===== config.mk =====
export PLATFORM = sky130hd
export DESIGN_NAME = ccr_top
export DESIGN_NICKNAME = d
export VERILOG_FILES = /design/src/logic/ccr_pkg.sv /design/src/logic/ccr_div_if.sv /design/src/logic/ccr_clock_divider.sv /design/src/logic/ccr_top.sv
export VERILOG_INCLUDE_DIRS = /design/src /design/src/logic
export SDC_FILE = /design/constraint.sdc
export NUM_CORES = 1
export LEC_CHECK = 0
export BUFFER_PORTS_ARGS = -buffer_cell sky130_fd_sc_hd__buf_2
export CAP_MARGIN = 20
export CORE_MARGIN = 4
export CORE_UTILIZATION = 34
export DETAILED_ROUTE_END_ITERATION = 8
export HOLD_SLACK_MARGIN = 0.12
export PLACE_DENSITY = 0.55
export SLEW_MARGIN = 0
export SYNTH_ARGS = -nofsm -noshare
export SYNTH_HDL_FRONTEND = slang
export SYNTH_SLANG_ARGS = --single-unit

===== constraint.sdc =====
create_clock -name sys_clk -period 3.57 [get_ports sys_clk]
set_clock_uncertainty 0.05 [all_clocks]
set_input_delay 0.714 -clock sys_clk [delete_from_list [all_inputs] [get_ports sys_clk]]
set_output_delay 0.714 -clock sys_clk [all_outputs]
set_load 0.01 [all_outputs]

===== src/logic/ccr_map.svh =====
// register map, field positions and reset values of the clock and reset controller
// Functional notes
// - memory register: arbiter reset 13, controller 12
// - run bit per clock, plus a dynamic gating bit on all but three clocks
// - display resets at 12, enables 7,5,3,1
// - card reset 12, two enable/gating pairs
// - image resets 13/12, bit 5 sensor clock
// - still codec reset 12, two pairs
// - 3D resets 13/12, enables 5,3,1
// - 2D resets 13/12, enables 5,3,1
// - video resets 13/12, six pairs below
// - microprocessor reset 12, bit 5 timer clock
// - bit 14 picks timer source crystal/PLL
// - system timer reset, run, system clock bits
// - bit 10 picks divider source PLL/crystal
// - capture source pixel/sensor, normal or inverted
// - bits 7:0 enable divider groups
// - 7-bit audio master ratio, image divider enable
// - five 2-bit ratios divide by 1..4
// - regfile pulse delay 0.5 ns steps
// - four 8-bit ratios divide by N+1
// - capture delay: four 4-bit delay cells
// - 12-bit audio ratio, 4-bit output ratio
// - 5-bit image ratio in bits 15:11
`ifndef CCR_MAP_SVH
`define CCR_MAP_SVH

// ----------------------------------------
// register offsets (byte addresses)
// ----------------------------------------
`define CCR_OFF_MEM 9'h012
`define CCR_OFF_DISP 9'h014
`define CCR_OFF_CARD 9'h016
`define CCR_OFF_IMG 9'h018
`define CCR_OFF_STILL 9'h01a
`define CCR_OFF_THREED 9'h01c
`define CCR_OFF_TWOD 9'h01e
`define CCR_OFF_VIDEO 9'h024
`define CCR_OFF_MICRO 9'h026
`define CCR_OFF_DIVSRC 9'h030
`define CCR_OFF_AUX 9'h032
`define CCR_OFF_SMALL 9'h034
`define CCR_OFF_DRATIO 9'h036
`define CCR_OFF_SRATIO 9'h038
`define CCR_OFF_CAPDLY 9'h03a
`define CCR_OFF_AUDIO 9'h03c
`define CCR_OFF_IRATIO 9'h03e

// ----------------------------------------
// reset values and implemented-bit masks
// ----------------------------------------
`define CCR_RST_ZERO 16'h0000
`define CCR_RST_DIVSRC 16'h1801
`define CCR_RST_SMALL 16'h8000
`define CCR_MSK_MEM 16'h300f
`define CCR_MSK_DISP 16'h10ff
`define CCR_MSK_CARD 16'h100f
`define CCR_MSK_IMG 16'h33ff
`define CCR_MSK_STILL 16'h100f
`define CCR_MSK_THREED 16'h303f
`define CCR_MSK_TWOD 16'h303f
`define CCR_MSK_VIDEO 16'h3fff
`define CCR_MSK_MICRO 16'h13ef
`define CCR_MSK_DIVSRC 16'h7fff
`define CCR_MSK_AUX 16'h7f1f
`define CCR_MSK_SMALL 16'hf3ff
`define CCR_MSK_FULL 16'hffff
`define CCR_MSK_IRATIO 16'hf800

// ----------------------------------------
// field positions
// ----------------------------------------
`define CCR_BIT_RST_HI 13
`define CCR_BIT_RST_LO 12
`define CCR_BIT_TIMER_SRC 14
`define CCR_BIT_SYS_TIMER_RST 13
`define CCR_BIT_SYS_TIMER_EN 12
`define CCR_BIT_SYS_CLK_EN 11
`define CCR_BIT_USE_CRYSTAL 10
`define CCR_BIT_TIMER_CLK_EN 5

// ----------------------------------------
// delay cell step, in picoseconds
// ----------------------------------------
`define CCR_DELAY_STEP_PS 500

`endif


===== src/logic/ccr_pkg.sv =====
// shared types of the clock and reset controller
package ccr_pkg;
  typedef logic [15:0] ccr_word_t;
  typedef logic [11:0] ccr_ratio_t;
  typedef enum logic [1:0] {
    CCR_CAP_PIXEL = 2'h0,
    CCR_CAP_PIXEL_INV = 2'h1,
    CCR_CAP_SENSOR = 2'h2,
    CCR_CAP_SENSOR_INV = 2'h3
  } ccr_cap_src_t;
endpackage


===== src/logic/ccr_div_if.sv =====
// link between the controller and one clock divider
`timescale 1ns/1ps
interface ccr_div_if;
  ccr_pkg::ccr_ratio_t ratio;
  logic enable;
  logic srcTick;
  logic tick;
  modport ctrl (output ratio, output enable, output srcTick, input tick);
  modport div (input ratio, input enable, input srcTick, output tick);
endinterface


===== src/logic/ccr_clock_divider.sv =====
// divide-by-N+1 tick generator with ratio taken at a period boundary or while disabled
`timescale 1ns/1ps
module ccr_clock_divider (
  input wire logic sys_clk,
  input wire logic rst_b,
  ccr_div_if.div bus
);
  import ccr_pkg::*;

  ccr_ratio_t countQ;
  ccr_ratio_t countD;
  ccr_ratio_t ratioQ;
  ccr_ratio_t ratioD;
  logic tickQ;
  logic tickD;
  logic wrap;

  // a new ratio is adopted at wrap or while disabled, so no period is ever cut short
  assign wrap = (countQ >= ratioQ);

  // next-state of the counter
  always_comb begin
    countD = countQ;
    ratioD = ratioQ;
    tickD = 1'b0;
    if (!bus.enable) begin
      countD = '0;
      ratioD = bus.ratio;
    end else if (bus.srcTick) begin
      if (wrap) begin
        countD = '0;
        ratioD = bus.ratio;
        tickD = 1'b1;
      end else begin
        countD = countQ + 12'h001;
      end
    end
  end

  // state registers
  always_ff @(posedge sys_clk) begin
    if (!rst_b) begin
      countQ <= '0;
      ratioQ <= '0;
      tickQ <= 1'b0;
    end else begin
      countQ <= countD;
      ratioQ <= ratioD;
      tickQ <= tickD;
    end
  end

  assign bus.tick = tickQ;
endmodule


===== src/logic/ccr_top.sv =====
// module clock enables, soft resets, dividers and clock source control
`timescale 1ns/1ps
`include "ccr_map.svh"
module ccr_top (
  input wire logic sys_clk,
  input wire logic rst_b,
  input wire logic [8:0] regAddr,
  input wire logic regWrite,
  input wire logic regRead,
  input wire ccr_pkg::ccr_word_t regWdata,
  output ccr_pkg::ccr_word_t regRdataQ,
  input wire logic crystalTick,
  input wire logic pllTick,
  input wire logic pixelClkPin,
  input wire logic [31:0] moduleIdle,
  output logic [13:0] moduleResetQ,
  output logic [31:0] moduleClkEnQ,
  output logic [12:0] divTick,
  output logic timerTickQ,
  output logic sysTimerResetQ,
  output logic sysTimerRunQ,
  output logic sysClkEnQ,
  output logic captureClkQ,
  output logic [3:0] regfilePulseDelayQ,
  output logic [15:0] captureDelayQ
);
  import ccr_pkg::*;

  // ----------------------------------------
  // register table
  // ----------------------------------------
  localparam int REG_COUNT = 17;
  localparam int DIV_COUNT = 13;

  localparam logic [8:0] REG_OFF [REG_COUNT] = '{
    `CCR_OFF_MEM, `CCR_OFF_DISP, `CCR_OFF_CARD, `CCR_OFF_IMG,
    `CCR_OFF_STILL, `CCR_OFF_THREED, `CCR_OFF_TWOD, `CCR_OFF_VIDEO,
    `CCR_OFF_MICRO, `CCR_OFF_DIVSRC, `CCR_OFF_AUX, `CCR_OFF_SMALL,
    `CCR_OFF_DRATIO, `CCR_OFF_SRATIO, `CCR_OFF_CAPDLY, `CCR_OFF_AUDIO,
    `CCR_OFF_IRATIO
  };

  localparam ccr_word_t REG_RST [REG_COUNT] = '{
    `CCR_RST_ZERO, `CCR_RST_ZERO, `CCR_RST_ZERO, `CCR_RST_ZERO,
    `CCR_RST_ZERO, `CCR_RST_ZERO, `CCR_RST_ZERO, `CCR_RST_ZERO,
    `CCR_RST_ZERO, `CCR_RST_DIVSRC, `CCR_RST_ZERO, `CCR_RST_SMALL,
    `CCR_RST_ZERO, `CCR_RST_ZERO, `CCR_RST_ZERO, `CCR_RST_ZERO,
    `CCR_RST_ZERO
  };

  // reserved bits never store, so they read back as zero
  localparam ccr_word_t REG_MSK [REG_COUNT] = '{
    `CCR_MSK_MEM, `CCR_MSK_DISP, `CCR_MSK_CARD, `CCR_MSK_IMG,
    `CCR_MSK_STILL, `CCR_MSK_THREED, `CCR_MSK_TWOD, `CCR_MSK_VIDEO,
    `CCR_MSK_MICRO, `CCR_MSK_DIVSRC, `CCR_MSK_AUX, `CCR_MSK_SMALL,
    `CCR_MSK_FULL, `CCR_MSK_FULL, `CCR_MSK_FULL, `CCR_MSK_FULL,
    `CCR_MSK_IRATIO
  };

  ccr_word_t regFileQ [REG_COUNT];
  logic regHit;
  logic [4:0] regIdx;

  // ----------------------------------------
  // address decode
  // ----------------------------------------
  // an unmapped address matches nothing: writes drop, reads give zero
  always_comb begin
    regHit = 1'b0;
    regIdx = 5'h00;
    for (int i = 0; i < REG_COUNT; i++) begin
      if (regAddr == REG_OFF[i]) begin
        regHit = 1'b1;
        regIdx = 5'(i);
      end
    end
  end

  // register storage, one word per index
  always_ff @(posedge sys_clk) begin
    if (!rst_b) begin
      for (int i = 0; i < REG_COUNT; i++) begin
        regFileQ[i] <= REG_RST[i];
      end
    end else if (regWrite && regHit) begin
      regFileQ[regIdx] <= regWdata & REG_MSK[regIdx];
    end
  end

  // read data lands one cycle after the read strobe
  always_ff @(posedge sys_clk) begin
    if (!rst_b) begin
      regRdataQ <= '0;
    end else if (regRead && regHit) begin
      regRdataQ <= regFileQ[regIdx];
    end else begin
      regRdataQ <= '0;
    end
  end

  // ----------------------------------------
  // named views of the registers
  // ----------------------------------------
  ccr_word_t rMem;
  ccr_word_t rDisp;
  ccr_word_t rCard;
  ccr_word_t rImg;
  ccr_word_t rStill;
  ccr_word_t rThreeD;
  ccr_word_t rTwoD;
  ccr_word_t rVideo;
  ccr_word_t rMicro;
  ccr_word_t rDivSrc;
  ccr_word_t rAux;
  ccr_word_t rSmall;
  ccr_word_t rDRatio;
  ccr_word_t rSRatio;
  ccr_word_t rCapDly;
  ccr_word_t rAudio;
  ccr_word_t rIRatio;

  assign rMem = regFileQ[0];
  assign rDisp = regFileQ[1];
  assign rCard = regFileQ[2];
  assign rImg = regFileQ[3];
  assign rStill = regFileQ[4];
  assign rThreeD = regFileQ[5];
  assign rTwoD = regFileQ[6];
  assign rVideo = regFileQ[7];
  assign rMicro = regFileQ[8];
  assign rDivSrc = regFileQ[9];
  assign rAux = regFileQ[10];
  assign rSmall = regFileQ[11];
  assign rDRatio = regFileQ[12];
  assign rSRatio = regFileQ[13];
  assign rCapDly = regFileQ[14];
  assign rAudio = regFileQ[15];
  assign rIRatio = regFileQ[16];

  // ----------------------------------------
  // soft resets
  // ----------------------------------------
  logic [13:0] resetVec;

  // index 0 is the arbiter, 13 the image-side microprocessor
  assign resetVec = {
    rMicro[`CCR_BIT_RST_LO],
    rVideo[`CCR_BIT_RST_LO], rVideo[`CCR_BIT_RST_HI],
    rTwoD[`CCR_BIT_RST_LO], rTwoD[`CCR_BIT_RST_HI],
    rThreeD[`CCR_BIT_RST_LO], rThreeD[`CCR_BIT_RST_HI],
    rStill[`CCR_BIT_RST_LO],
    rImg[`CCR_BIT_RST_LO], rImg[`CCR_BIT_RST_HI],
    rCard[`CCR_BIT_RST_LO],
    rDisp[`CCR_BIT_RST_LO],
    rMem[`CCR_BIT_RST_LO], rMem[`CCR_BIT_RST_HI]
  };

  // ----------------------------------------
  // module clock run and gating bits
  // ----------------------------------------
  logic [31:0] runVec;
  logic [31:0] dgVec;
  logic [31:0] clkEnD;

  // slot 0 is the memory controller clock, slot 31 the isp-side cpu memory
  assign runVec = {
    rMicro[9], rMicro[7], rMicro[`CCR_BIT_TIMER_CLK_EN], rMicro[3], rMicro[1],
    rVideo[11], rVideo[9], rVideo[7], rVideo[5], rVideo[3], rVideo[1],
    rTwoD[5], rTwoD[3], rTwoD[1],
    rThreeD[5], rThreeD[3], rThreeD[1],
    rStill[3], rStill[1],
    rImg[9], rImg[7], rImg[5], rImg[3], rImg[1],
    rCard[3], rCard[1],
    rDisp[7], rDisp[5], rDisp[3], rDisp[1],
    rMem[3], rMem[1]
  };

  // clocks with no gating bit (display high, sensor, timer) never auto-gate
  assign dgVec = {
    rMicro[8], rMicro[6], 1'b0, rMicro[2], rMicro[0],
    rVideo[10], rVideo[8], rVideo[6], rVideo[4], rVideo[2], rVideo[0],
    rTwoD[4], rTwoD[2], rTwoD[0],
    rThreeD[4], rThreeD[2], rThreeD[0],
    rStill[2], rStill[0],
    rImg[8], rImg[6], 1'b0, rImg[2], rImg[0],
    rCard[2], rCard[0],
    rDisp[6], 1'b0, rDisp[2], rDisp[0],
    rMem[2], rMem[0]
  };

  // one gating term per module clock
  genvar s;
  generate
    for (s = 0; s < 32; s++) begin : g_gate
      assign clkEnD[s] = runVec[s] & ~(dgVec[s] & moduleIdle[s]);
    end
  endgenerate

  // enables leave through a flop so the gate cell never sees a glitch
  always_ff @(posedge sys_clk) begin
    if (!rst_b) begin
      moduleClkEnQ <= '0;
      moduleResetQ <= '0;
    end else begin
      moduleClkEnQ <= clkEnD;
      moduleResetQ <= resetVec;
    end
  end

  // ----------------------------------------
  // clock sources and system timer
  // ----------------------------------------
  logic dividersUseCrystal;
  logic timerClockSourceSel;
  logic srcTick;
  logic timerSrcTick;

  assign dividersUseCrystal = rDivSrc[`CCR_BIT_USE_CRYSTAL];
  assign srcTick = dividersUseCrystal ? crystalTick : pllTick;
  assign timerClockSourceSel = rDivSrc[`CCR_BIT_TIMER_SRC];
  assign timerSrcTick = timerClockSourceSel ? pllTick : crystalTick;

  // timer tick and system timer controls
  always_ff @(posedge sys_clk) begin
    if (!rst_b) begin
      timerTickQ <= 1'b0;
      sysTimerResetQ <= 1'b0;
      sysTimerRunQ <= 1'b0;
      sysClkEnQ <= 1'b0;
    end else begin
      timerTickQ <= timerSrcTick & rMicro[`CCR_BIT_TIMER_CLK_EN];
      sysTimerResetQ <= rDivSrc[`CCR_BIT_SYS_TIMER_RST];
      sysTimerRunQ <= rDivSrc[`CCR_BIT_SYS_TIMER_EN] & ~rDivSrc[`CCR_BIT_SYS_TIMER_RST];
      sysClkEnQ <= rDivSrc[`CCR_BIT_SYS_CLK_EN];
    end
  end

  // ----------------------------------------
  // dividers
  // ----------------------------------------
  ccr_ratio_t divRatio [DIV_COUNT];
  logic [12:0] divEn;

  // ratio fields, zero-extended; each divides by value plus one
  assign divRatio[0] = {10'h000, rSmall[9:8]};
  assign divRatio[1] = {10'h000, rSmall[7:6]};
  assign divRatio[2] = {10'h000, rSmall[5:4]};
  assign divRatio[3] = {10'h000, rSmall[3:2]};
  assign divRatio[4] = {10'h000, rSmall[1:0]};
  assign divRatio[5] = {4'h0, rDRatio[15:8]};
  assign divRatio[6] = {4'h0, rDRatio[7:0]};
  assign divRatio[7] = {4'h0, rSRatio[15:8]};
  assign divRatio[8] = {4'h0, rSRatio[7:0]};
  assign divRatio[9] = {5'h00, rAux[14:8]};
  assign divRatio[10] = rAudio[11:0];
  assign divRatio[11] = {8'h00, rAudio[15:12]};
  assign divRatio[12] = {7'h00, rIRatio[15:11]};

  // group enables; the bus clock divider follows the system clock enable
  assign divEn = {
    rAux[4],
    rAux[2], rAux[0], rAux[1],
    rDivSrc[7], rDivSrc[1], rDivSrc[3], rDivSrc[4],
    rDivSrc[`CCR_BIT_SYS_CLK_EN], rDivSrc[0], rDivSrc[2], rDivSrc[6], rDivSrc[5]
  };

  ccr_div_if divBus [DIV_COUNT] ();

  // one divider per generated clock, all fed from the common source
  genvar d;
  generate
    for (d = 0; d < DIV_COUNT; d++) begin : g_div
      assign divBus[d].ratio = divRatio[d];
      assign divBus[d].enable = divEn[d];
      assign divBus[d].srcTick = srcTick;
      assign divTick[d] = divBus[d].tick;
      ccr_clock_divider u_div (
        .sys_clk(sys_clk),
        .rst_b(rst_b),
        .bus(divBus[d].div)
      );
    end
  endgenerate

  // ----------------------------------------
  // capture clock selection
  // ----------------------------------------
  logic pixSync1Q;
  logic pixSync2Q;
  logic pixSync3Q;
  logic pixelLevelQ;
  logic sensorLevelQ;
  ccr_cap_src_t captureSourceSel;
  logic captureD;

  assign captureSourceSel = ccr_cap_src_t'(rDivSrc[9:8]);

  // pixel clock pin is foreign: three flops, accepted when last two agree
  always_ff @(posedge sys_clk) begin
    if (!rst_b) begin
      pixSync1Q <= 1'b0;
      pixSync2Q <= 1'b0;
      pixSync3Q <= 1'b0;
      pixelLevelQ <= 1'b0;
    end else begin
      pixSync1Q <= pixelClkPin;
      pixSync2Q <= pixSync1Q;
      pixSync3Q <= pixSync2Q;
      if (pixSync2Q == pixSync3Q) begin
        pixelLevelQ <= pixSync3Q;
      end
    end
  end

  // sensor clock level toggles on each sensor divider tick
  always_ff @(posedge sys_clk) begin
    if (!rst_b) begin
      sensorLevelQ <= 1'b0;
    end else if (divTick[7]) begin
      sensorLevelQ <= ~sensorLevelQ;
    end
  end

  // source mux with optional inversion
  always_comb begin
    case (captureSourceSel)
      CCR_CAP_PIXEL: captureD = pixelLevelQ;
      CCR_CAP_PIXEL_INV: captureD = ~pixelLevelQ;
      CCR_CAP_SENSOR: captureD = sensorLevelQ;
      default: captureD = ~sensorLevelQ;
    endcase
  end

  // ----------------------------------------
  // capture output and delay codes
  // ----------------------------------------
  // the analog cells sit outside; each nibble counts 0.5 ns steps plus one
  always_ff @(posedge sys_clk) begin
    if (!rst_b) begin
      captureClkQ <= 1'b0;
      regfilePulseDelayQ <= '0;
      captureDelayQ <= '0;
    end else begin
      captureClkQ <= captureD;
      regfilePulseDelayQ <= rSmall[15:12];
      captureDelayQ <= rCapDly;
    end
  end
endmodule


==> reports/qor.yml, run 1 <==
status: "finished clean"
grt_pass1_vias: 19700
reg2reg_slack_ns: 1.00
tightestPinTransition_ns: 0.981
drtIter0Drc: 1607
period_needed_ns: 3.02
synth_top_area_share: 0.312
ys_seq_area_frac: 0.566
power.net_switching_mw: 3.80
htreeDepth: 3
core-area_sq_um: 76100
r2r-start: "g_div[11].u_div.countQ[0]$_SDFFE_PN0P_"
cpPeakStageDelay_ns: 0.48
yosysTopAreaCell: "edfxtp_1"
required_ns: 4.00
power_frac_comb: 0.076
drive_above_1_share: 0.151
p_int_mw: 12.1
grt_max_degree: 47
track_usage: 0.189
ys_ff_latch: 603
post-route-util: 0.410
ant_nets: 0
dr.pass1.iters: 5
crit_end: "regRdataQ[0]$_SDFF_PN0_"
ys_types: 69
seq_power_share: 0.484
post-route-period-util: 0.846
p_per_area_nw_per_um2: 511
start_kind: "input pin"
dieWidth_um: 285
cap_violations: 0
area_growth_pct: 19.3
clk_path_buf_depth: 3
vias: 19600
path_buf_inv: 5
cp-startpoint: "regAddr[2]"
path_clk_slew_ns: 0.06
arrival_ns: 3.45
yosys_warnings: 0
cp-end-kind: "flip-flop"
rows: 101
clock_power_share: 0.440
multi_input_area_sq_um: 10500
wl_um: 78000
grt_pass1_wl_um: 119000
syn_inst: 2559
async_flop_share: 0
die_h_um: 285
reg2reg_to: "g_div[11].u_div.countQ[0]$_SDFFE_PN0P_"
switching_share: 0.238
dp_slack_ns: -0.152
io_buffers: 160
ios: 164
cp_max_fo: 26
r2r_cells: 9
whs_ns: 0.226
avgSynthCellArea_sq_um: 10.2
hpwl_um: 57800
hold_buffers: 0
setup_viol: 0
drc_errors: 0
clkLatencyLatePin_ns: 0.61
cts_made_buffers: 70
nNetsFinal: 2978
rsz0062_at_grt: "false"
ys_top_cells_by_area: "edfxtp_1 (31%), dfxtp_1 (25%), nor2_1 (6.8%)"
place.gp.congestion: 0.872
regArea_sq_um: 14800
wire_per_inst_um: 19.9
synthFlopType: "dfxtp_1"
cts_resized: 0
crit_type: "input pin to flip-flop"
crit_cells: 11
vdd_ir_drop_max_v: 0.000307
die_area_sq_um: 81400
layout_setup_ws_ns: 0.551
root_buffer: "clkbuf_16"
crit_family: "buffers and inverters"
synth_area_sq_um: 26200
fillers: 7491
synth_edf_count: 272
initial_utilization: 0.344
hold_class: "input pin to flip-flop"
via_per_inst: 5.01
grt_overflow_total: 0
leakagePower_nw: 12.5
hold_viol_final: 0
max_freq_mhz: 331
maxSlewHeadroom: 0.335
cts_setup_buffers: 0
cts_tree: "built"
drv_slew: 0
slowest_stage: "a221o_1"
cts_num_sinks: 603
cp_cell_sequence: "buf_2 -> inv_2 -> a221o_1 -> nor2_4 -> inv_4 -> buf_12 -> mux2i_1 -> o22ai_1 -> nor4_1 -> buf_4 -> a21oi_1"
antenna_found_initial: 4
==> flip-flops by register name (all words and copies together) (netlist names) <==
register,count
sysClkEnQ,1
regFileQ,272
regfilePulseDelayQ,4
captureClkQ,1
moduleResetQ,14
g_div.u_div.countQ,156
timerTickQ,1
pixSync1Q,1
pixelLevelQ,1
captureDelayQ,16
pixSync3Q,1
pixSync2Q,1
regRdataQ,16
sensorLevelQ,1
moduleClkEnQ,32
g_div.u_div.ratioQ,70
g_div.u_div.bus.tick,13
sysTimerRunQ,1
sysTimerResetQ,1
==> logic make-up (layout without fill, tap and decap cells) <==
family,after synthesis,in the layout,share of synthesized area
buffers and inverters,235,516,0.0388
adder cells (fa/ha/maj),89,89,0.0426
other,1,45,0.000143
AND/OR/NAND/NOR,1078,1078,0.183
XOR/XNOR,93,93,0.0311
flip-flops,603,603,0.566
multiplexers,145,145,0.0624
AO/OA/AOI/OAI,315,315,0.0766
==> metal layers <==
metal | vias to the layer above | track usage | part of all wire
met5 | - | 0 | 0
met4 | 0 | 0.0711 | 0.032
met3 | 124 | 0.0324 | 0.068
met2 | 669 | 0.307 | 0.46
met1 | 9496 | 0.252 | 0.44
li1 | 9337 | - | -
==> how the worst min path moves through the flow <==
stage,cells past startpoint,endpoint,startpoint,slack [ns]
floorplan,1,pixSync2Q$_SDFF_PN0_,pixSync1Q$_SDFF_PN0_,0.36
global placement,2,pixelLevelQ$_SDFFE_PN0N_,pixSync3Q$_SDFF_PN0_,0.40
detailed placement,2,pixelLevelQ$_SDFFE_PN0N_,pixSync3Q$_SDFF_PN0_,0.40
CTS,2,moduleClkEnQ[15]$_SDFF_PN0_,moduleIdle[15],0.20
global route,2,moduleClkEnQ[15]$_SDFF_PN0_,moduleIdle[15],0.21
finish,2,moduleClkEnQ[15]$_SDFF_PN0_,moduleIdle[15],0.23
==> through the flow <==
stage / instance area, sq um / cells / total power, mW / setup TNS, ns
finish: 31200 / 3914 / 15.9 / 0
floorplan: 26300 / 2600 / 8.56 / -1.51
CTS: 31200 / 3911 / 16.1 / 0
detailed placement: 28900 / 3783 / 9.08 / -0.152
global placement: 28900 / 3783 / 9.06 / -0.0765
global route: 31200 / 3913 / 16.6 / 0
==> cells in the mapped netlist, drive strengths merged, types with 29 or more instances <==
master  count
mux2i     127
edfxtp    272
nand4      29
inv       107
buf        56
dfxtp     331
ha         89
and2       56
xor2       73
a21oi     144
nor3       32
nor4       34
nand2     312
o21ai      39
clkbuf     71
nor2      483
nand3      41
and3       56
==> area by class of cell <==
cell class / instances / share of cell area
Tap cell: 1030 / 0.0413
Multi-Input combinational cell: 1762 / 0.338
Clock inverter: 33 / 0.00878
Timing Repair Buffer: 280 / 0.0610
Antenna cell: 3 / 0.000241
Inverter: 108 / 0.0131
Clock buffer: 95 / 0.0638
Sequential cell: 603 / 0.474
==> worst reg2reg max path: stages (launching register included) <==
cell,delay (ns)
dfxtp_1,0.45
inv_1,0.10
ha_1,0.27
nand2b_1,0.14
a21o_1,0.17
a21o_1,0.17
a21oi_1,0.25
o21ai_1,0.23
or2_2,0.47
nor3_1,0.20
==> placed cells by master (no fill, tap or decap), types with 73 or more instances in the layout <==
cell type and n:
nand2_1 307, ha_1 89, buf_2 159, edfxtp_1 272, a21oi_1 144, clkbuf_16 74
buf_4 105, nor2_1 472, dfxtp_1 331, xor2_1 73, inv_1 103, mux2i_1 126
==> power by group through the flow <==
stage	clock [mW]	combinational [mW]	sequential [mW]
2_1_floorplan	0	0.761	7.80
3_3_place_gp	0	1.19	7.86
3_5_place_dp	0	1.21	7.87
4_1_cts	7.19	1.22	7.72
5_1_grt	7.47	1.34	7.75
6_report	7.01	1.21	7.73
(Power assumes the default switching activity.)
==> run 2, diff against run 1 <==
ABC_AREA = 1   (was unset)
clock period = 2.4 ns   (was 3.57 ns; I/O delays follow)
==> run 2 against run 1 <==
Sequential cell count did not move. Sequential power up 47%. Utilization grew 1.4 points. Global-route usage rose by 1.1 points. First-iteration DRC count up 21%. Synthesized area grew 1.9%. Total power up 51%. Critical path depth up 6.
==> reports/qor.yml, run 2 <==
area_growth_pct: 23.5
layout_common_cells: "nand2_1 (492), inv_1 (485), nor2_1 (425)"
leakagePower_nw: 14.7
core-area_sq_um: 77600
hold_class: "input pin to flip-flop"
layout_setup_ws_ns: 0.127
synth_top_area_share: 0.307
tns_ns: 0
htreeDepth: 3
avgSynthCellArea_sq_um: 8.56
cp_max_fo: 11
setup_viol: 0
fillers: 7800
cpPeakStageDelay_ns: 0.19
clock_power_share: 0.451
drtIter0Drc: 1943
cap_violations: 0
yosys_warnings: 0
largestRegisters: "regFileQ (272), g_div.u_div.countQ (156), g_div.u_div.ratioQ (70)"
multi_input_area_sq_um: 9790
vdd_ir_drop_max_v: 0.000479
crit_type: "input pin to flip-flop"
post_dp_cell_area_sq_um: 30200
dr.pass1.iters: 5
final_common_cell: "nand2_1"
switching_share: 0.240
grt_pass1_vias: 21200
initial_utilization: 0.343
largest-register: "regFileQ"
p_per_area_nw_per_um2: 732
ys_seq_area_frac: 0.555
start_kind: "input pin"
drv_slew: 0
arrival_ns: 2.52
die_h_um: 288
vias: 21800
dieWidth_um: 288
syn_inst: 3111
stdcell_count: 4501
ys_types: 40
synthFlopType: "dfxtp_1"
slowest_stage: "nor2_2"
ios: 164
status: "finished clean"
regArea_sq_um: 14800
drc_errors: 0
track_usage: 0.200
wl_um: 83300
via_per_inst: 4.85
async_flop_share: 0
power.net_switching_mw: 5.79
cts_made_buffers: 70
period_needed_ns: 2.27
cp-end-kind: "flip-flop"
p_int_mw: 18.3
drive_above_1_share: 0.150
place.gp.congestion: 0.849
diodes: 0
yosysTopAreaCell: "edfxtp_1"
fin_area_sq_um: 32900
maxSlewHeadroom: 0.549
cts_tree: "built"
post-route-period-util: 0.947
hold_viol_final: 0
synth_area_sq_um: 26600
grt_max_degree: 124
rows: 102
cp_cell_sequence: "buf_2 -> nor2_2 -> nand2_1 -> inv_2 -> buf_4 -> nand3_2 -> nand3_2 -> nor2_4 -> nand3_4 -> inv_4 -> ha_1 -> inv_1 -> buf_4 -> nor2_2 -> nand2_1 -> nand2_4 -> buf_12"
cts_num_sinks: 603
die_area_sq_um: 82900
root_buffer: "clkbuf_16"
wire_per_inst_um: 18.5
antenna_found_initial: 1
seq_power_share: 0.474
synth_edf_count: 272
clk_path_buf_depth: 3
ys_ff_latch: 603
ys_top_cells_by_area: "edfxtp_1 (31%), dfxtp_1 (25%), nand2_1 (7.3%)"
yosysMostFrequentCell: "nand2_1"
dp_slack_ns: -0.672
grt_overflow_total: 0
grt_pass1_wl_um: 127000
io_buffers: 160
nNetsFinal: 3560
ant_nets: 0
path_clk_slew_ns: 0.06
hpwl_um: 58100
placedCellCount: 4342
clkLatencyLatePin_ns: 0.62
tightestPinTransition_ns: 0.677
power_frac_comb: 0.076
required_ns: 2.65
p_total_mw: 24.1
max_freq_mhz: 440
largest_reg_flops: 272
synthTopCellsByCount: "nand2_1 (518), inv_1 (496), nor2_1 (430)"
-- run 2: final cells by class --
class | instances | share of cell area
clock buffer | 99 | 0.0641
timing repair buffer | 353 | 0.0846
inverter | 500 | 0.0573
multi-input combinational | 1879 | 0.298
tap | 1040 | 0.0395
clock inverter | 27 | 0.00719
sequential | 603 | 0.450
-- run 2: final timing paths --
| kind | cells past startpoint | startpoint | end | slack [ns] |
|---|---|---|---|---|
| setup / recovery | 17 | regAddr[1] | regFileQ[0][11]$_SDFFCE_PN0P_ | 0.13 |
| hold / removal | 3 | crystalTick | timerTickQ$_SDFF_PN0_ | 0.21 |
| setup reg to reg | 10 | g_div[1].u_div.countQ[0]$_SDFFE_PN0P_ | g_div[1].u_div.countQ[1]$_SDFFE_PN0P_ | 0.15 |
| hold reg to reg | 2 | g_div[9].u_div.countQ[10]$_SDFFE_PN0P_ | g_div[9].u_div.countQ[10]$_SDFFE_PN0P_ | 0.39 |
-- run 2: critical path, delay by kind of cell --
family | cells | cell delay, ns
and+or+nand+nor | 9 | 1.10
buffers and inverters | 7 | 0.77
adders and majority gates | 1 | 0.15
-- run 2: layer usage --
layer | vias to the layer above | track usage | routed length, um
met5 | - | 0 | 20
met4 | 2 | 0.0776 | 3200
met3 | 163 | 0.0381 | 6190
met2 | 805 | 0.320 | 37800
met1 | 10200 | 0.268 | 36100
li1 | 10700 | - | -
-- run 2: timing repair --
item | in CTS | in global routing
endpoints found under the hold margin | 32 | 0
gates resized for setup | 1 | 12
setup buffers | 0 | 2
pin swaps | 0 | 1
hold buffers | 31 | 0
endpoints found under the setup margin | 30 | 86
-- run 2: metrics by stage --
stage | hold WS (ns) | utilization
final | 0.214 | 0.424
after detailed placement | 0.378 | 0.389
after CTS | 0.178 | 0.423
after global routing | 0.196 | 0.424
after floorplan | 0.340 | -
after global placement | 0.376 | 0.389
-- run 2: cell families (layout without fill, tap and decap cells) --
kind of cell	count (synthesis)	after routing	share of synthesized area
adders and majority gates	89	89	0.0418
and+or+nand+nor	1437	1437	0.237
DFF	603	603	0.555
buffers and inverters	670	979	0.0980
AOI/OAI and AO/OA	278	278	0.0566
xor gates and xnor gates	33	33	0.0109
other	1	42	0.000141
-- run 2: power groups by stage --
stage / combinational [mW] / sequential (mW) / clock (mW)
global placement: 1.76 / 11.6 / 0
global route: 2.05 / 11.5 / 11.5
CTS: 1.82 / 11.4 / 11.1
floorplan: 1.06 / 11.6 / 0
detailed placement: 1.77 / 11.6 / 0
finish: 1.82 / 11.4 / 10.8
